[config.mk]
export PLATFORM = sky130hd
export DESIGN_NAME = adcc_top
export DESIGN_NICKNAME = d
export VERILOG_FILES = /design/src/hw/adcc_pkg.sv /design/src/hw/adcc_clkdiv.sv /design/src/hw/adcc_top.sv
export SDC_FILE = /design/constraint.sdc
export NUM_CORES = 1
export LEC_CHECK = 0
export BUFFER_PORTS_ARGS = -buffer_cell sky130_fd_sc_hd__buf_2
export CAP_MARGIN = 20
export CORE_MARGIN = 2
export CORE_UTILIZATION = 40
export CTS_CLUSTER_DIAMETER = 80
export CTS_CLUSTER_SIZE = 8
export DETAILED_ROUTE_END_ITERATION = 10
export MAX_ROUTING_LAYER = met4
export PLACE_DENSITY = 0.68
export SLEW_MARGIN = 10
export SYNTH_ARGS = -nofsm -noshare
export SYNTH_HDL_FRONTEND = slang
export SYNTH_SLANG_ARGS = --single-unit
[constraint.sdc]
create_clock -name clk_in -period 5.55 [get_ports clk_in]
set_clock_uncertainty 0.1 [all_clocks]
set_input_delay 0.555 -clock clk_in [delete_from_list [all_inputs] [get_ports clk_in]]
set_output_delay 0.555 -clock clk_in [all_outputs]
set_load 0.05 [all_outputs]
[src/hw/adcc_pkg.sv]
// package: register map, field positions and reset values
package adcc_pkg;
    localparam int unsigned RES_W          = 12;
    // register byte addresses
    localparam logic [4:0]  ADDR_RESULT_LOW  = 5'h00;
    localparam logic [4:0]  ADDR_RESULT_HIGH = 5'h04;
    localparam logic [4:0]  ADDR_CONV_CTRL   = 5'h08;
    localparam logic [4:0]  ADDR_SRC_CLK     = 5'h0c;
    localparam logic [4:0]  ADDR_REF_AMP     = 5'h10;
    localparam logic [4:0]  ADDR_BANDGAP     = 5'h14;
    // conversion_control field positions
    localparam int unsigned BIT_START        = 7;
    localparam int unsigned BIT_BUSY         = 6;
    localparam int unsigned BIT_ENABLE       = 5;
    localparam int unsigned BIT_JUSTIFY      = 4;
    // reference_amp_control field positions
    localparam int unsigned BIT_AMP_EN       = 7;
    localparam int unsigned BIT_AMP_IN       = 4;
    // reset values
    localparam logic [7:0]  RST_CONV_CTRL    = 8'h00;
    localparam logic [7:0]  RST_SRC_CLK      = 8'h00;
    localparam logic [7:0]  RST_REF_AMP      = 8'h00;
    localparam logic [7:0]  RST_BANDGAP      = 8'h00;
    localparam logic [7:0]  RST_RESULT       = 8'h00;
    // writable masks (unimplemented bits read zero)
    localparam logic [7:0]  MASK_CONV_CTRL   = 8'hbf;
    localparam logic [7:0]  MASK_SRC_CLK     = 8'hf7;
    localparam logic [7:0]  MASK_REF_AMP     = 8'h9f;
    localparam logic [7:0]  MASK_BANDGAP     = 8'h01;
    // axi responses
    localparam logic [1:0]  RESP_OKAY        = 2'h0;
    localparam logic [1:0]  RESP_SLVERR      = 2'h2;
endpackage : adcc_pkg

[src/hw/adcc_clkdiv.sv]
// conversion clock divider: one-cycle tick every 2**code system clocks
`timescale 1ns/1ps
module adcc_clkdiv #(
    parameter int unsigned CODE_W = 3
) (
    input  wire logic              clk_in,
    input  wire logic              rst_b_in,
    input  wire logic              run_in,
    input  wire logic [CODE_W-1:0] code_in,
    output logic                   tick_out
);
    localparam int unsigned CNT_W = (1 << CODE_W) - 1;

    logic [CNT_W-1:0] count;
    logic [CNT_W-1:0] next_count;
    logic [CNT_W-1:0] limit;

    // divisor is 2**code; the counter restarts when the converter is idle
    always_comb begin
        limit = CNT_W'((1 << code_in) - 1);
        if (!run_in || count >= limit) begin
            next_count = '0;
        end else begin
            next_count = count + CNT_W'(1);
        end
    end

    always_ff @(posedge clk_in or negedge rst_b_in) begin
        if (!rst_b_in) begin
            count <= '0;
        end else begin
            count <= next_count;
        end
    end

    assign tick_out = run_in && (count >= limit);
endmodule : adcc_clkdiv

[src/hw/adcc_top.sv]
// converter control top: register file, start sequencing, analog routing
// Functional notes
// RL1 - every result is a 12-bit unsigned value
// RL2 - justify 0: high byte bits 11..4, low byte upper nibble 3..0
// RL3 - justify 1: high byte low nibble 11..8, low byte 7..0
// RL4 - positions without a result bit read zero
// RL5 - a disabled converter leaves both result registers unchanged
// RL6 - start bit written low-high-low begins one conversion; resets 0
// RL7 - busy bit 6 sets on start, clears on completion
// RL8 - enable bit 5 powers the converter; resets 0
// RL9 - channel codes 0..7 route that channel; 8..15 float
// RL10 - source codes: external, supply or amplifier fractions, ground
// RL11 - an internal source disconnects the external channel path
// RL12 - clock field divides system clock by two to the code
// RL13 - reference: supply, external pin, amplifier; internal drops pin
// RL14 - amplifier input: pin when 0, bandgap when 1 disconnecting the pin
// RL15 - third control register bit 7 enables the gain amplifier; resets 0
// RL16 - analog input pins lose shared function and pull-high
// RL17 - unimplemented bits read zero; control bits reset zero
// RL18 - completion sets the request flag and clears busy
// RL19 - bandgap register bit 0 enables the bandgap; upper bits read zero
// RL20 - results load in the cycle busy clears
// RL21 - a start during a running conversion is ignored
`timescale 1ns/1ps
module adcc_top #(
    parameter int unsigned NUM_CH = 8
) (
    input  wire logic                clk_in,
    input  wire logic                rst_b_in,
    // axi4-lite slave
    input  wire logic [4:0]          s_axi_awaddr_in,
    input  wire logic                s_axi_awvalid_in,
    output logic                     s_axi_awready_out,
    input  wire logic [31:0]         s_axi_wdata_in,
    input  wire logic [3:0]          s_axi_wstrb_in,
    input  wire logic                s_axi_wvalid_in,
    output logic                     s_axi_wready_out,
    output logic [1:0]               s_axi_bresp_out,
    output logic                     s_axi_bvalid_out,
    input  wire logic                s_axi_bready_in,
    input  wire logic [4:0]          s_axi_araddr_in,
    input  wire logic                s_axi_arvalid_in,
    output logic                     s_axi_arready_out,
    output logic [31:0]              s_axi_rdata_out,
    output logic [1:0]               s_axi_rresp_out,
    output logic                     s_axi_rvalid_out,
    input  wire logic                s_axi_rready_in,
    // converter core
    output logic                     core_power_out,
    output logic                     core_clk_tick_out,
    output logic                     core_start_out,
    input  wire logic                core_done_in,
    input  wire logic [11:0]         core_result_in,
    // analog routing controls
    output logic [NUM_CH-1:0]        channel_connect_out,
    output logic [NUM_CH-1:0]        pin_analog_mode_out,
    output logic [NUM_CH-1:0]        pin_pullup_disable_out,
    output logic [2:0]               internal_signal_select_out,
    output logic                     internal_path_on_out,
    output logic                     ground_select_out,
    output logic [1:0]               reference_source_select_out,
    output logic                     ext_reference_pin_on_out,
    output logic                     gain_amp_enable_out,
    output logic                     gain_amp_input_select_out,
    output logic                     amp_reference_input_pin_on_out,
    output logic [1:0]               gain_amp_gain_select_out,
    output logic                     bandgap_enable_out,
    input  wire logic [NUM_CH-1:0]   pin_analog_assign_in,
    output logic                     conversion_irq_flag_out
);
    // reset release: asynchronous assert, two-flop release
    logic rst_sync1;
    logic rst_b;
    always_ff @(posedge clk_in or negedge rst_b_in) begin
        if (!rst_b_in) begin
            rst_sync1 <= 1'b0;
            rst_b     <= 1'b0;
        end else begin
            rst_sync1 <= 1'b1;
            rst_b     <= rst_sync1;
        end
    end

    // register state
    logic [7:0]  conv_ctrl;
    logic [7:0]  next_conv_ctrl;
    logic [7:0]  src_clk;
    logic [7:0]  next_src_clk;
    logic [7:0]  ref_amp;
    logic [7:0]  next_ref_amp;
    logic [7:0]  bandgap;
    logic [7:0]  next_bandgap;
    logic [11:0] result;
    logic [11:0] next_result;
    logic        busy;
    logic        next_busy;
    logic        start_armed;
    logic        next_start_armed;
    logic        irq_flag;
    logic        next_irq_flag;

    // axi state
    logic        aw_held;
    logic        next_aw_held;
    logic [4:0]  aw_addr;
    logic [4:0]  next_aw_addr;
    logic        w_held;
    logic        next_w_held;
    logic [7:0]  w_byte;
    logic [7:0]  next_w_byte;
    logic        w_lane0;
    logic        next_w_lane0;
    logic        bvalid;
    logic        next_bvalid;
    logic [1:0]  bresp;
    logic [1:0]  next_bresp;
    logic        rvalid;
    logic        next_rvalid;
    logic [31:0] rdata;
    logic [31:0] next_rdata;
    logic [1:0]  rresp;
    logic [1:0]  next_rresp;

    logic        do_write;
    logic        do_read;
    logic        start_seq_done;
    logic        div_tick;
    logic        enabled;
    logic        justify;
    logic        ext_selected;
    logic [7:0]  result_low;
    logic [7:0]  result_high;
    logic [7:0]  read_byte;
    logic        read_hit;
    logic        write_hit;

    assign enabled = conv_ctrl[adcc_pkg::BIT_ENABLE];
    assign justify = conv_ctrl[adcc_pkg::BIT_JUSTIFY];

    // result formatting; empty positions are constant zero
    always_comb begin
        if (justify) begin
            result_high = {4'h0, result[11:8]}; // [RL3] [RL4]
            result_low  = result[7:0]; // [RL3]
        end else begin
            result_high = result[11:4]; // [RL2]
            result_low  = {result[3:0], 4'h0}; // [RL2] [RL4]
        end
    end

    // write channel: aw and w taken apart, answer once both held
    assign s_axi_awready_out = !aw_held && !bvalid;
    assign s_axi_wready_out  = !w_held && !bvalid;
    assign do_write          = aw_held && w_held && !bvalid;

    always_comb begin
        next_aw_held = aw_held;
        next_aw_addr = aw_addr;
        next_w_held  = w_held;
        next_w_byte  = w_byte;
        next_w_lane0 = w_lane0;
        next_bvalid  = bvalid;
        next_bresp   = bresp;
        if (s_axi_awvalid_in && s_axi_awready_out) begin
            next_aw_held = 1'b1;
            next_aw_addr = s_axi_awaddr_in;
        end
        if (s_axi_wvalid_in && s_axi_wready_out) begin
            next_w_held  = 1'b1;
            next_w_byte  = s_axi_wdata_in[7:0];
            next_w_lane0 = s_axi_wstrb_in[0];
        end
        if (do_write) begin
            next_aw_held = 1'b0;
            next_w_held  = 1'b0;
            next_bvalid  = 1'b1;
            next_bresp   = write_hit ? adcc_pkg::RESP_OKAY : adcc_pkg::RESP_SLVERR;
        end else if (bvalid && s_axi_bready_in) begin
            next_bvalid = 1'b0;
        end
    end

    // decode: writes to result or unmapped offsets get slverr
    always_comb begin
        unique case (aw_addr)
            adcc_pkg::ADDR_CONV_CTRL,
            adcc_pkg::ADDR_SRC_CLK,
            adcc_pkg::ADDR_REF_AMP,
            adcc_pkg::ADDR_BANDGAP: write_hit = 1'b1;
            default:                write_hit = 1'b0;
        endcase
    end

    // control registers; only byte lane 0 carries data, masked bits stay zero
    always_comb begin
        next_conv_ctrl = conv_ctrl;
        next_src_clk   = src_clk;
        next_ref_amp   = ref_amp;
        next_bandgap   = bandgap;
        if (do_write && w_lane0) begin
            unique case (aw_addr)
                adcc_pkg::ADDR_CONV_CTRL: next_conv_ctrl = w_byte & adcc_pkg::MASK_CONV_CTRL; // [RL17]
                adcc_pkg::ADDR_SRC_CLK:   next_src_clk   = w_byte & adcc_pkg::MASK_SRC_CLK;   // [RL17]
                adcc_pkg::ADDR_REF_AMP:   next_ref_amp   = w_byte & adcc_pkg::MASK_REF_AMP;   // [RL17]
                adcc_pkg::ADDR_BANDGAP:   next_bandgap   = w_byte & adcc_pkg::MASK_BANDGAP;   // [RL19]
                default:                  ;
            endcase
        end
    end

    // start sequence: a written high arms, the following written low fires
    assign start_seq_done = do_write && w_lane0 && (aw_addr == adcc_pkg::ADDR_CONV_CTRL)
                            && start_armed && !w_byte[adcc_pkg::BIT_START]; // [RL6]

    // conversion sequencing
    always_comb begin
        next_start_armed = start_armed;
        next_busy        = busy;
        next_result      = result;
        next_irq_flag    = irq_flag;
        core_start_out   = 1'b0;
        if (do_write && w_lane0 && aw_addr == adcc_pkg::ADDR_CONV_CTRL) begin
            next_start_armed = w_byte[adcc_pkg::BIT_START]; // [RL6]
        end
        // reading the control register clears the request flag; a completion wins
        if (do_read && s_axi_araddr_in == adcc_pkg::ADDR_CONV_CTRL) begin
            next_irq_flag = 1'b0;
        end
        if (!enabled) begin
            next_busy = 1'b0; // [RL8] [RL5]
        end else if (busy) begin
            if (core_done_in) begin
                next_busy     = 1'b0; // [RL7] [RL20]
                next_result   = core_result_in; // [RL1] [RL20]
                next_irq_flag = 1'b1; // [RL18]
            end
            // a start while busy is dropped [RL21]
        end else if (start_seq_done) begin
            next_busy      = 1'b1; // [RL7]
            core_start_out = 1'b1; // [RL6]
        end
    end

    always_ff @(posedge clk_in or negedge rst_b) begin
        if (!rst_b) begin
            conv_ctrl   <= adcc_pkg::RST_CONV_CTRL; // [RL17]
            src_clk     <= adcc_pkg::RST_SRC_CLK;
            ref_amp     <= adcc_pkg::RST_REF_AMP; // [RL15]
            bandgap     <= adcc_pkg::RST_BANDGAP; // [RL19]
            result      <= {adcc_pkg::RST_RESULT[3:0], adcc_pkg::RST_RESULT};
            busy        <= 1'b0;
            start_armed <= 1'b0;
            irq_flag    <= 1'b0;
            aw_held     <= 1'b0;
            aw_addr     <= 5'h00;
            w_held      <= 1'b0;
            w_byte      <= 8'h00;
            w_lane0     <= 1'b0;
            bvalid      <= 1'b0;
            bresp       <= adcc_pkg::RESP_OKAY;
            rvalid      <= 1'b0;
            rdata       <= 32'h0000_0000;
            rresp       <= adcc_pkg::RESP_OKAY;
        end else begin
            conv_ctrl   <= next_conv_ctrl;
            src_clk     <= next_src_clk;
            ref_amp     <= next_ref_amp;
            bandgap     <= next_bandgap;
            result      <= next_result;
            busy        <= next_busy;
            start_armed <= next_start_armed;
            irq_flag    <= next_irq_flag;
            aw_held     <= next_aw_held;
            aw_addr     <= next_aw_addr;
            w_held      <= next_w_held;
            w_byte      <= next_w_byte;
            w_lane0     <= next_w_lane0;
            bvalid      <= next_bvalid;
            bresp       <= next_bresp;
            rvalid      <= next_rvalid;
            rdata       <= next_rdata;
            rresp       <= next_rresp;
        end
    end

    // read channel: one read at a time, data registered one cycle after address
    assign s_axi_arready_out = !rvalid;
    assign do_read           = s_axi_arvalid_in && !rvalid;

    always_comb begin
        read_hit = 1'b1;
        unique case (s_axi_araddr_in)
            adcc_pkg::ADDR_RESULT_LOW:  read_byte = result_low;
            adcc_pkg::ADDR_RESULT_HIGH: read_byte = result_high;
            adcc_pkg::ADDR_CONV_CTRL:   read_byte = {conv_ctrl[7], busy, conv_ctrl[5:0]}; // [RL7]
            adcc_pkg::ADDR_SRC_CLK:     read_byte = src_clk;
            adcc_pkg::ADDR_REF_AMP:     read_byte = ref_amp;
            adcc_pkg::ADDR_BANDGAP:     read_byte = bandgap;
            default: begin
                read_byte = 8'h00;
                read_hit  = 1'b0;
            end
        endcase
    end

    always_comb begin
        next_rvalid = rvalid;
        next_rdata  = rdata;
        next_rresp  = rresp;
        if (do_read) begin
            next_rvalid = 1'b1;
            next_rdata  = {24'h00_0000, read_byte};
            next_rresp  = read_hit ? adcc_pkg::RESP_OKAY : adcc_pkg::RESP_SLVERR;
        end else if (rvalid && s_axi_rready_in) begin
            next_rvalid = 1'b0;
        end
    end

    assign s_axi_bvalid_out = bvalid;
    assign s_axi_bresp_out  = bresp;
    assign s_axi_rvalid_out = rvalid;
    assign s_axi_rdata_out  = rdata;
    assign s_axi_rresp_out  = rresp;

    // conversion clock ticks only while a conversion runs, saving switching power
    adcc_clkdiv #(
        .CODE_W (3)
    ) u_clkdiv (
        .clk_in   (clk_in),
        .rst_b_in (rst_b),
        .run_in   (busy),
        .code_in  (src_clk[2:0]), // [RL12]
        .tick_out (div_tick)
    );

    // analog routing; codes 0000, 0100 and 11xx pick the external channel
    always_comb begin
        ext_selected = (src_clk[7:4] == 4'h0) || (src_clk[7:4] == 4'h4)
                       || (src_clk[7:6] == 2'b11); // [RL10]
    end

    genvar ch;
    generate
        for (ch = 0; ch < NUM_CH; ch++) begin : g_chan
            // codes 8..15 match no channel, leaving the converter input floating
            assign channel_connect_out[ch] = enabled && ext_selected
                                             && (conv_ctrl[3:0] == 4'(ch)); // [RL9] [RL11]
            assign pin_analog_mode_out[ch]    = pin_analog_assign_in[ch];   // [RL16]
            assign pin_pullup_disable_out[ch] = pin_analog_assign_in[ch];   // [RL16]
        end
    endgenerate

    assign core_power_out             = enabled; // [RL8]
    assign core_clk_tick_out          = div_tick;
    assign internal_path_on_out       = enabled && !ext_selected && (src_clk[7:6] != 2'b10); // [RL11]
    assign ground_select_out          = src_clk[7:6] == 2'b10; // [RL10]
    assign internal_signal_select_out = src_clk[6:4]; // [RL10]
    assign reference_source_select_out = ref_amp[3:2]; // [RL13]
    assign ext_reference_pin_on_out   = ref_amp[3:2] == 2'b01; // [RL13]
    assign gain_amp_enable_out        = ref_amp[adcc_pkg::BIT_AMP_EN]; // [RL15]
    assign gain_amp_input_select_out  = ref_amp[adcc_pkg::BIT_AMP_IN]; // [RL14]
    assign amp_reference_input_pin_on_out = !ref_amp[adcc_pkg::BIT_AMP_IN]; // [RL14]
    assign gain_amp_gain_select_out   = ref_amp[1:0];
    assign bandgap_enable_out         = bandgap[0]; // [RL19]
    assign conversion_irq_flag_out    = irq_flag; // [RL18]
endmodule : adcc_top

* Word level (Yosys, flattened, before mapping)
Cells that the tools add are included.
** Word-level totals
- Logic and storage cells :: 123
- Input bits :: 74
- Output and inout port bits :: 83
- Register bits after elaboration :: 75
** Cells by class
- Equality and inequality tests :: 21
- Order comparisons :: 1
- $add $sub $neg :: 2
- Multiplexer cells :: 26
- Reduce and logical (&&, ||, !) cells :: 51
- Shift operators :: 1
** Operators with widths (number)
- case mux 8 bit (6 select lines) :: 1
- logical AND 1 bit :: 26
- equality test 4 x 3 -> 1 bit, second input constant :: 5
- equality test 5 x 4 -> 1 bit, second input constant :: 4
- equality test 5 bit, second input constant :: 4
- 2-to-1 mux 1 bit :: 20
- 2-to-1 mux 8 bit :: 2
- equality test 4 x 2 -> 1 bit, second input constant :: 2
- zero test 1 bit :: 8
- zero test 4 bit :: 2
- AND reduction 2 bit :: 4
- nonzero test 2 bit :: 4
- adder 7 x 1 -> 7 bit, second input constant :: 1
- greater-or-equal comparator 7 bit :: 1
- 2-to-1 mux 7 bit :: 1
- left shift 1 x 3 -> 7 bit, first input constant :: 1
- subtractor 7 x 2 -> 7 bit, second input constant :: 1
- OR reduction 6 bit :: 1
- equality test 5 x 3 -> 1 bit, second input constant :: 1
- zero test 5 bit :: 1
- equality test 2 bit, second input constant :: 2
- equality test 4 x 1 -> 1 bit, second input constant :: 1
- 2-to-1 mux 2 bit :: 2
- OR reduction 4 bit :: 1
- 4 further kinds :: 6

* Logic depth before layout (Yosys ltp)
- Word-level depth :: 9
- Depth in mapped cells :: 6

* Hierarchy
From an unflattened synthesis, not the netlist that was laid out.
** Unflattened totals
- Cell total of the unflattened synthesis :: 350
- Area, all modules :: 3886.2 µm²
** By module, submodules not included
- adcc_top :: cells each 295, area an instance 3389.5 µm², times used 1
- adcc_clkdiv :: cells each 55, area an instance 496.7 µm², times used 1

* Least setup slack after synthesis
Ideal clock, no wire load.
- Path type :: flip-flop to output port
- Start point :: register bvalid, in the netlist s_axi_bvalid_out
- End point :: output port core_start_out
- Slack :: 2.158 ns
- Arrival :: 2.737 ns
- Cell stages (with the launch flop) :: 5
- Cell sequence :: dfrtp_1 nand3b_2 nor4_4 nand3b_1 nor3b_1
** On the way
- Word-level cells in the longest chain between the ends :: 9
** Ends and longest elaborated chain
- start, declared :: line adcc_top.sv:113 : logic bvalid;
- start signal, assigned :: line adcc_top.sv:278 : bvalid <= next_bvalid;
- zero test 1 bit :: line adcc_top.sv:154 : assign do_write = aw_held && w_held && !bvalid;
- logical AND 1 bit :: line adcc_top.sv:154
- logical AND 1 bit (2 in series) :: line adcc_top.sv:212 : assign start_seq_done = do_write && w_lane0 && (aw_addr == adcc_pkg::ADDR_CONV_CTRL)
- logical AND 1 bit (2 in series) :: line adcc_top.sv:213 : && start_armed && !w_byte[adcc_pkg::BIT_START];
- 2-to-1 mux 1 bit :: line adcc_top.sv:238 : end else if (start_seq_done) begin
- 2-to-1 mux 1 bit :: line adcc_top.sv:231 : end else if (busy) begin
- 2-to-1 mux 1 bit :: line adcc_top.sv:229 : if (!enabled) begin
- end, declared :: line adcc_top.sv:51 : output logic core_start_out,
Every way passes these cells.

* Worst setup path after layout
Same ends and word-level chain as after synthesis.

==> impl_metrics.py <==
metrics = {
    "setup_path": {
        "end_kind": "output pin",
        "crit_arrival_ns": 2.47,
        "setup.worst_path.end": "core_start_out",
        "rrSetupSlack_ns": 3.38,
        "path_max_fanout": 9,
        "ff2ff_path_depth": 6,
        "reg2reg_from": "src_clk[2]",
        "worstSetupStartpointType": "flip-flop",
        "crit-reg2reg-capture": "u_clkdiv.count[3]",
        "crit_required_ns": 4.89,
        "crit_start": "s_axi_bvalid_out",
        "crit_type": "reg -> out",
    },
    "routing": {
        "dr.first_iter.drc_count": 180,
        "drc_errors": 0,
        "wl_per_cell_um": 15.8,
        "ant_nets": 0,
        "dr.pass1.iters": 4,
        "vias": 2889,
        "drt_wl_total_um": 8840,
        "via_per_inst": 5.18,
    },
    "run": {
        "cap_violations": 0,
    },
    "placed_design": {
        "portBuffers": 79,
        "place.gp.congestion": 0.854,
        "place_hpwl_um": 6580,
    },
    "synthesis": {
        "synth_seq_cells": 72,
        "syn_inst": 358,
        "async_flop_share": 1.00,
        "ys.flop_type": "dfrtp_1",
        "synth_top_area_frac": 0.458,
        "yosysTopAreaCell": "dfrtp_1",
        "yosysSeqAreaShare": 0.458,
        "synth.distinct_cells": 55,
        "ys_warn_count": 0,
        "synth_edf_count": 0,
        "mappedNetlistArea_um2": 3930,
        "synth_area_leaders": "dfrtp_1 46%, mux2_2 14%, buf_4 8.6%",
        "syn_area_per_cell_um2": 11.0,
    },
    "final_layout": {
        "multi_input_area_um2": 1790,
        "nets": 502,
        "n_fill_cell": 942,
        "layout_commonest_cell": "buf_2",
        "ff_latch_area_um2": 1800,
        "final_cell_mix": "79 x buf_2, 71 x dfrtp_1, 50 x mux2_2",
        "syn2layout_area_growth_pct": 12.6,
        "antennaDiodeCount": 0,
        "layout-drive-gt1-share": 0.367,
    },
    "cts": {
        "numCtsBuffers": 9,
        "ctsHoldBuffers": 1,
        "clockRootBuffer": "clkbuf_8",
        "clkSinkCount": 72,
        "cts_resized": 0,
        "postCtsSetupBuffers": 0,
        "clk_latency_ns": 0.35,
        "clk_pin_slew_worst_paths_ns": 0.08,
        "htreeDepth": 3,
        "clock_path_buffers": 2,
        "cts_tree": "yes",
    },
    "die": {
        "die_height_um": 103,
        "io_pins": 157,
        "core_region_area_um2": 9640,
        "die-area_um2": 10600,
        "row_count": 36,
        "die_x_um": 103,
        "initial_core_util": 0.408,
    },
    "power_and_ir_drop": {
        "totalPowerFinal_mw": 1.73,
        "p_seq_frac": 0.438,
        "p_sw_frac": 0.402,
        "leakagePower_nw": 2.14,
        "p_switching_mw": 0.695,
        "internal_power_mw": 1.03,
        "p_clk_frac": 0.248,
        "combPwrFrac": 0.313,
        "vdd_drop_max_mv": 0.233,
        "power_density_nw_per_um2": 390,
    },
    "grt": {
        "antenna_found_initial": 0,
        "grt_max_degree": 71,
        "grt_pass1_wl_um": 14000,
        "grt_use_total": 0.180,
        "grt_overflow": 0,
        "grt_pass1_vias": 2791,
    },
    "sta": {
        "rsz0062_at_grt": "no",
        "fin_crit_sh": 0.563,
        "slew_headroom": 0.414,
        "worst_slew_pin_slew_ns": 0.879,
        "period_minus_slack_ns": 3.12,
        "hold_viol": 0,
        "slew_violations": 0,
        "fmax_mhz": 320,
        "hold-worst-slack_ns": 0.264,
        "finalSetupViolCount": 0,
        "fin_tns_setup_ns": 0,
    },
    "outcome": {
        "outcome": "finished, final reports clean",
    },
    "hold_path": {
        "holdCritStartpoint": "s_axi_bready_in",
        "hp-class": "in -> reg",
    },
}
[kinds of logic after synthesis]
| group | Yosys count | share of synthesized area |
|---|---|---|
| xor gates and xnor gates | 5 | 0.0111 |
| AOI/OAI and AO/OA | 52 | 0.0894 |
| other | 2 | 0.00191 |
| muxes | 56 | 0.158 |
| adders and majority gates | 8 | 0.0255 |
| and+or+nand+nor | 96 | 0.146 |
| buffers and inverters | 67 | 0.110 |
| DFF | 72 | 0.458 |
[layout make-up]
cell class | instances | area share
timing repair buffer | 82 | 0.0944
sequential | 72 | 0.407
tap | 133 | 0.0376
clock inverter | 6 | 0.0155
clock buffer | 10 | 0.0311
multi-input combinational | 244 | 0.405
inverter | 11 | 0.00932
[worst min path at each step]
stage,endpoint,slack [ns],cells after the start
after floorplan,rst_b,0.16,0
after global placement,rst_sync1,0.24,1
after detailed placement,rst_sync1,0.24,1
after CTS,s_axi_bvalid_out,0.26,2
after global routing,s_axi_bvalid_out,0.28,2
final,s_axi_bvalid_out,0.26,2
[per-stage QoR]
stage          instances  setup slack [ns]  cell area (µm²)   util
2_1_floorplan        383              2.16             4030      -
3_3_place_gp         540              2.82             4210  0.436
3_5_place_dp         540              2.78             4210  0.436
4_1_cts              557              2.39             4420  0.459
5_1_grt              558              2.29             4430  0.459
6_report             558              2.43             4430  0.459
[power by group through the flow]
stage | clock [mW] | sequential (mW) | combinational, mW
after floorplan | 0 | 0.824 | 0.395
after global placement | 0 | 0.759 | 0.533
after detailed placement | 0 | 0.768 | 0.545
after CTS | 0.435 | 0.758 | 0.546
after global routing | 0.462 | 0.779 | 0.579
final | 0.429 | 0.758 | 0.542
[Yosys cell counts (all sizes together) (6+ instances only)]
cell,count
a21oi,6
a32oi,6
buf,51
dfrtp,72
ha,8
inv,11
mux2,50
mux2i,6
nand2,21
nand3b,6
nor2,20
nor3,9
o21ai,15
[critical path, stage by stage (launching register included)]
cell and delay [ns]:
dfrtp_1 0.42, nand3b_2 0.34, nor4_4 0.62, nand3b_1 0.15, nor3b_1 0.26, buf_2 0.31
[registers in the layout (all words and copies together) (netlist names)]
register                 cells
src_clk                      7
rst_sync1                    1
result                      12
s_axi_bvalid_out             1
aw_held                      1
conversion_irq_flag_out      1
s_axi_rdata_out              8
conv_ctrl                    6
busy                         1
ref_amp                      6
rst_b                        1
s_axi_rvalid_out             1
aw_addr                      5
w_held                       1
s_axi_rresp_out              1
s_axi_bresp_out              1
w_byte                       8
u_clkdiv.count               7
w_lane0                      1
start_armed                  1
bandgap                      1
[layer usage]
layer | part of all wire | vias up | global-route usage
met5 | 0 | - | -
met4 | 0.018 | 0 | 0.0607
met3 | 0.070 | 20 | 0.0495
met1 | 0.44 | 1424 | 0.228
li1 | - | 1330 | -
met2 | 0.47 | 115 | 0.279
No activity file was read; power rests on OpenSTA's default activity.
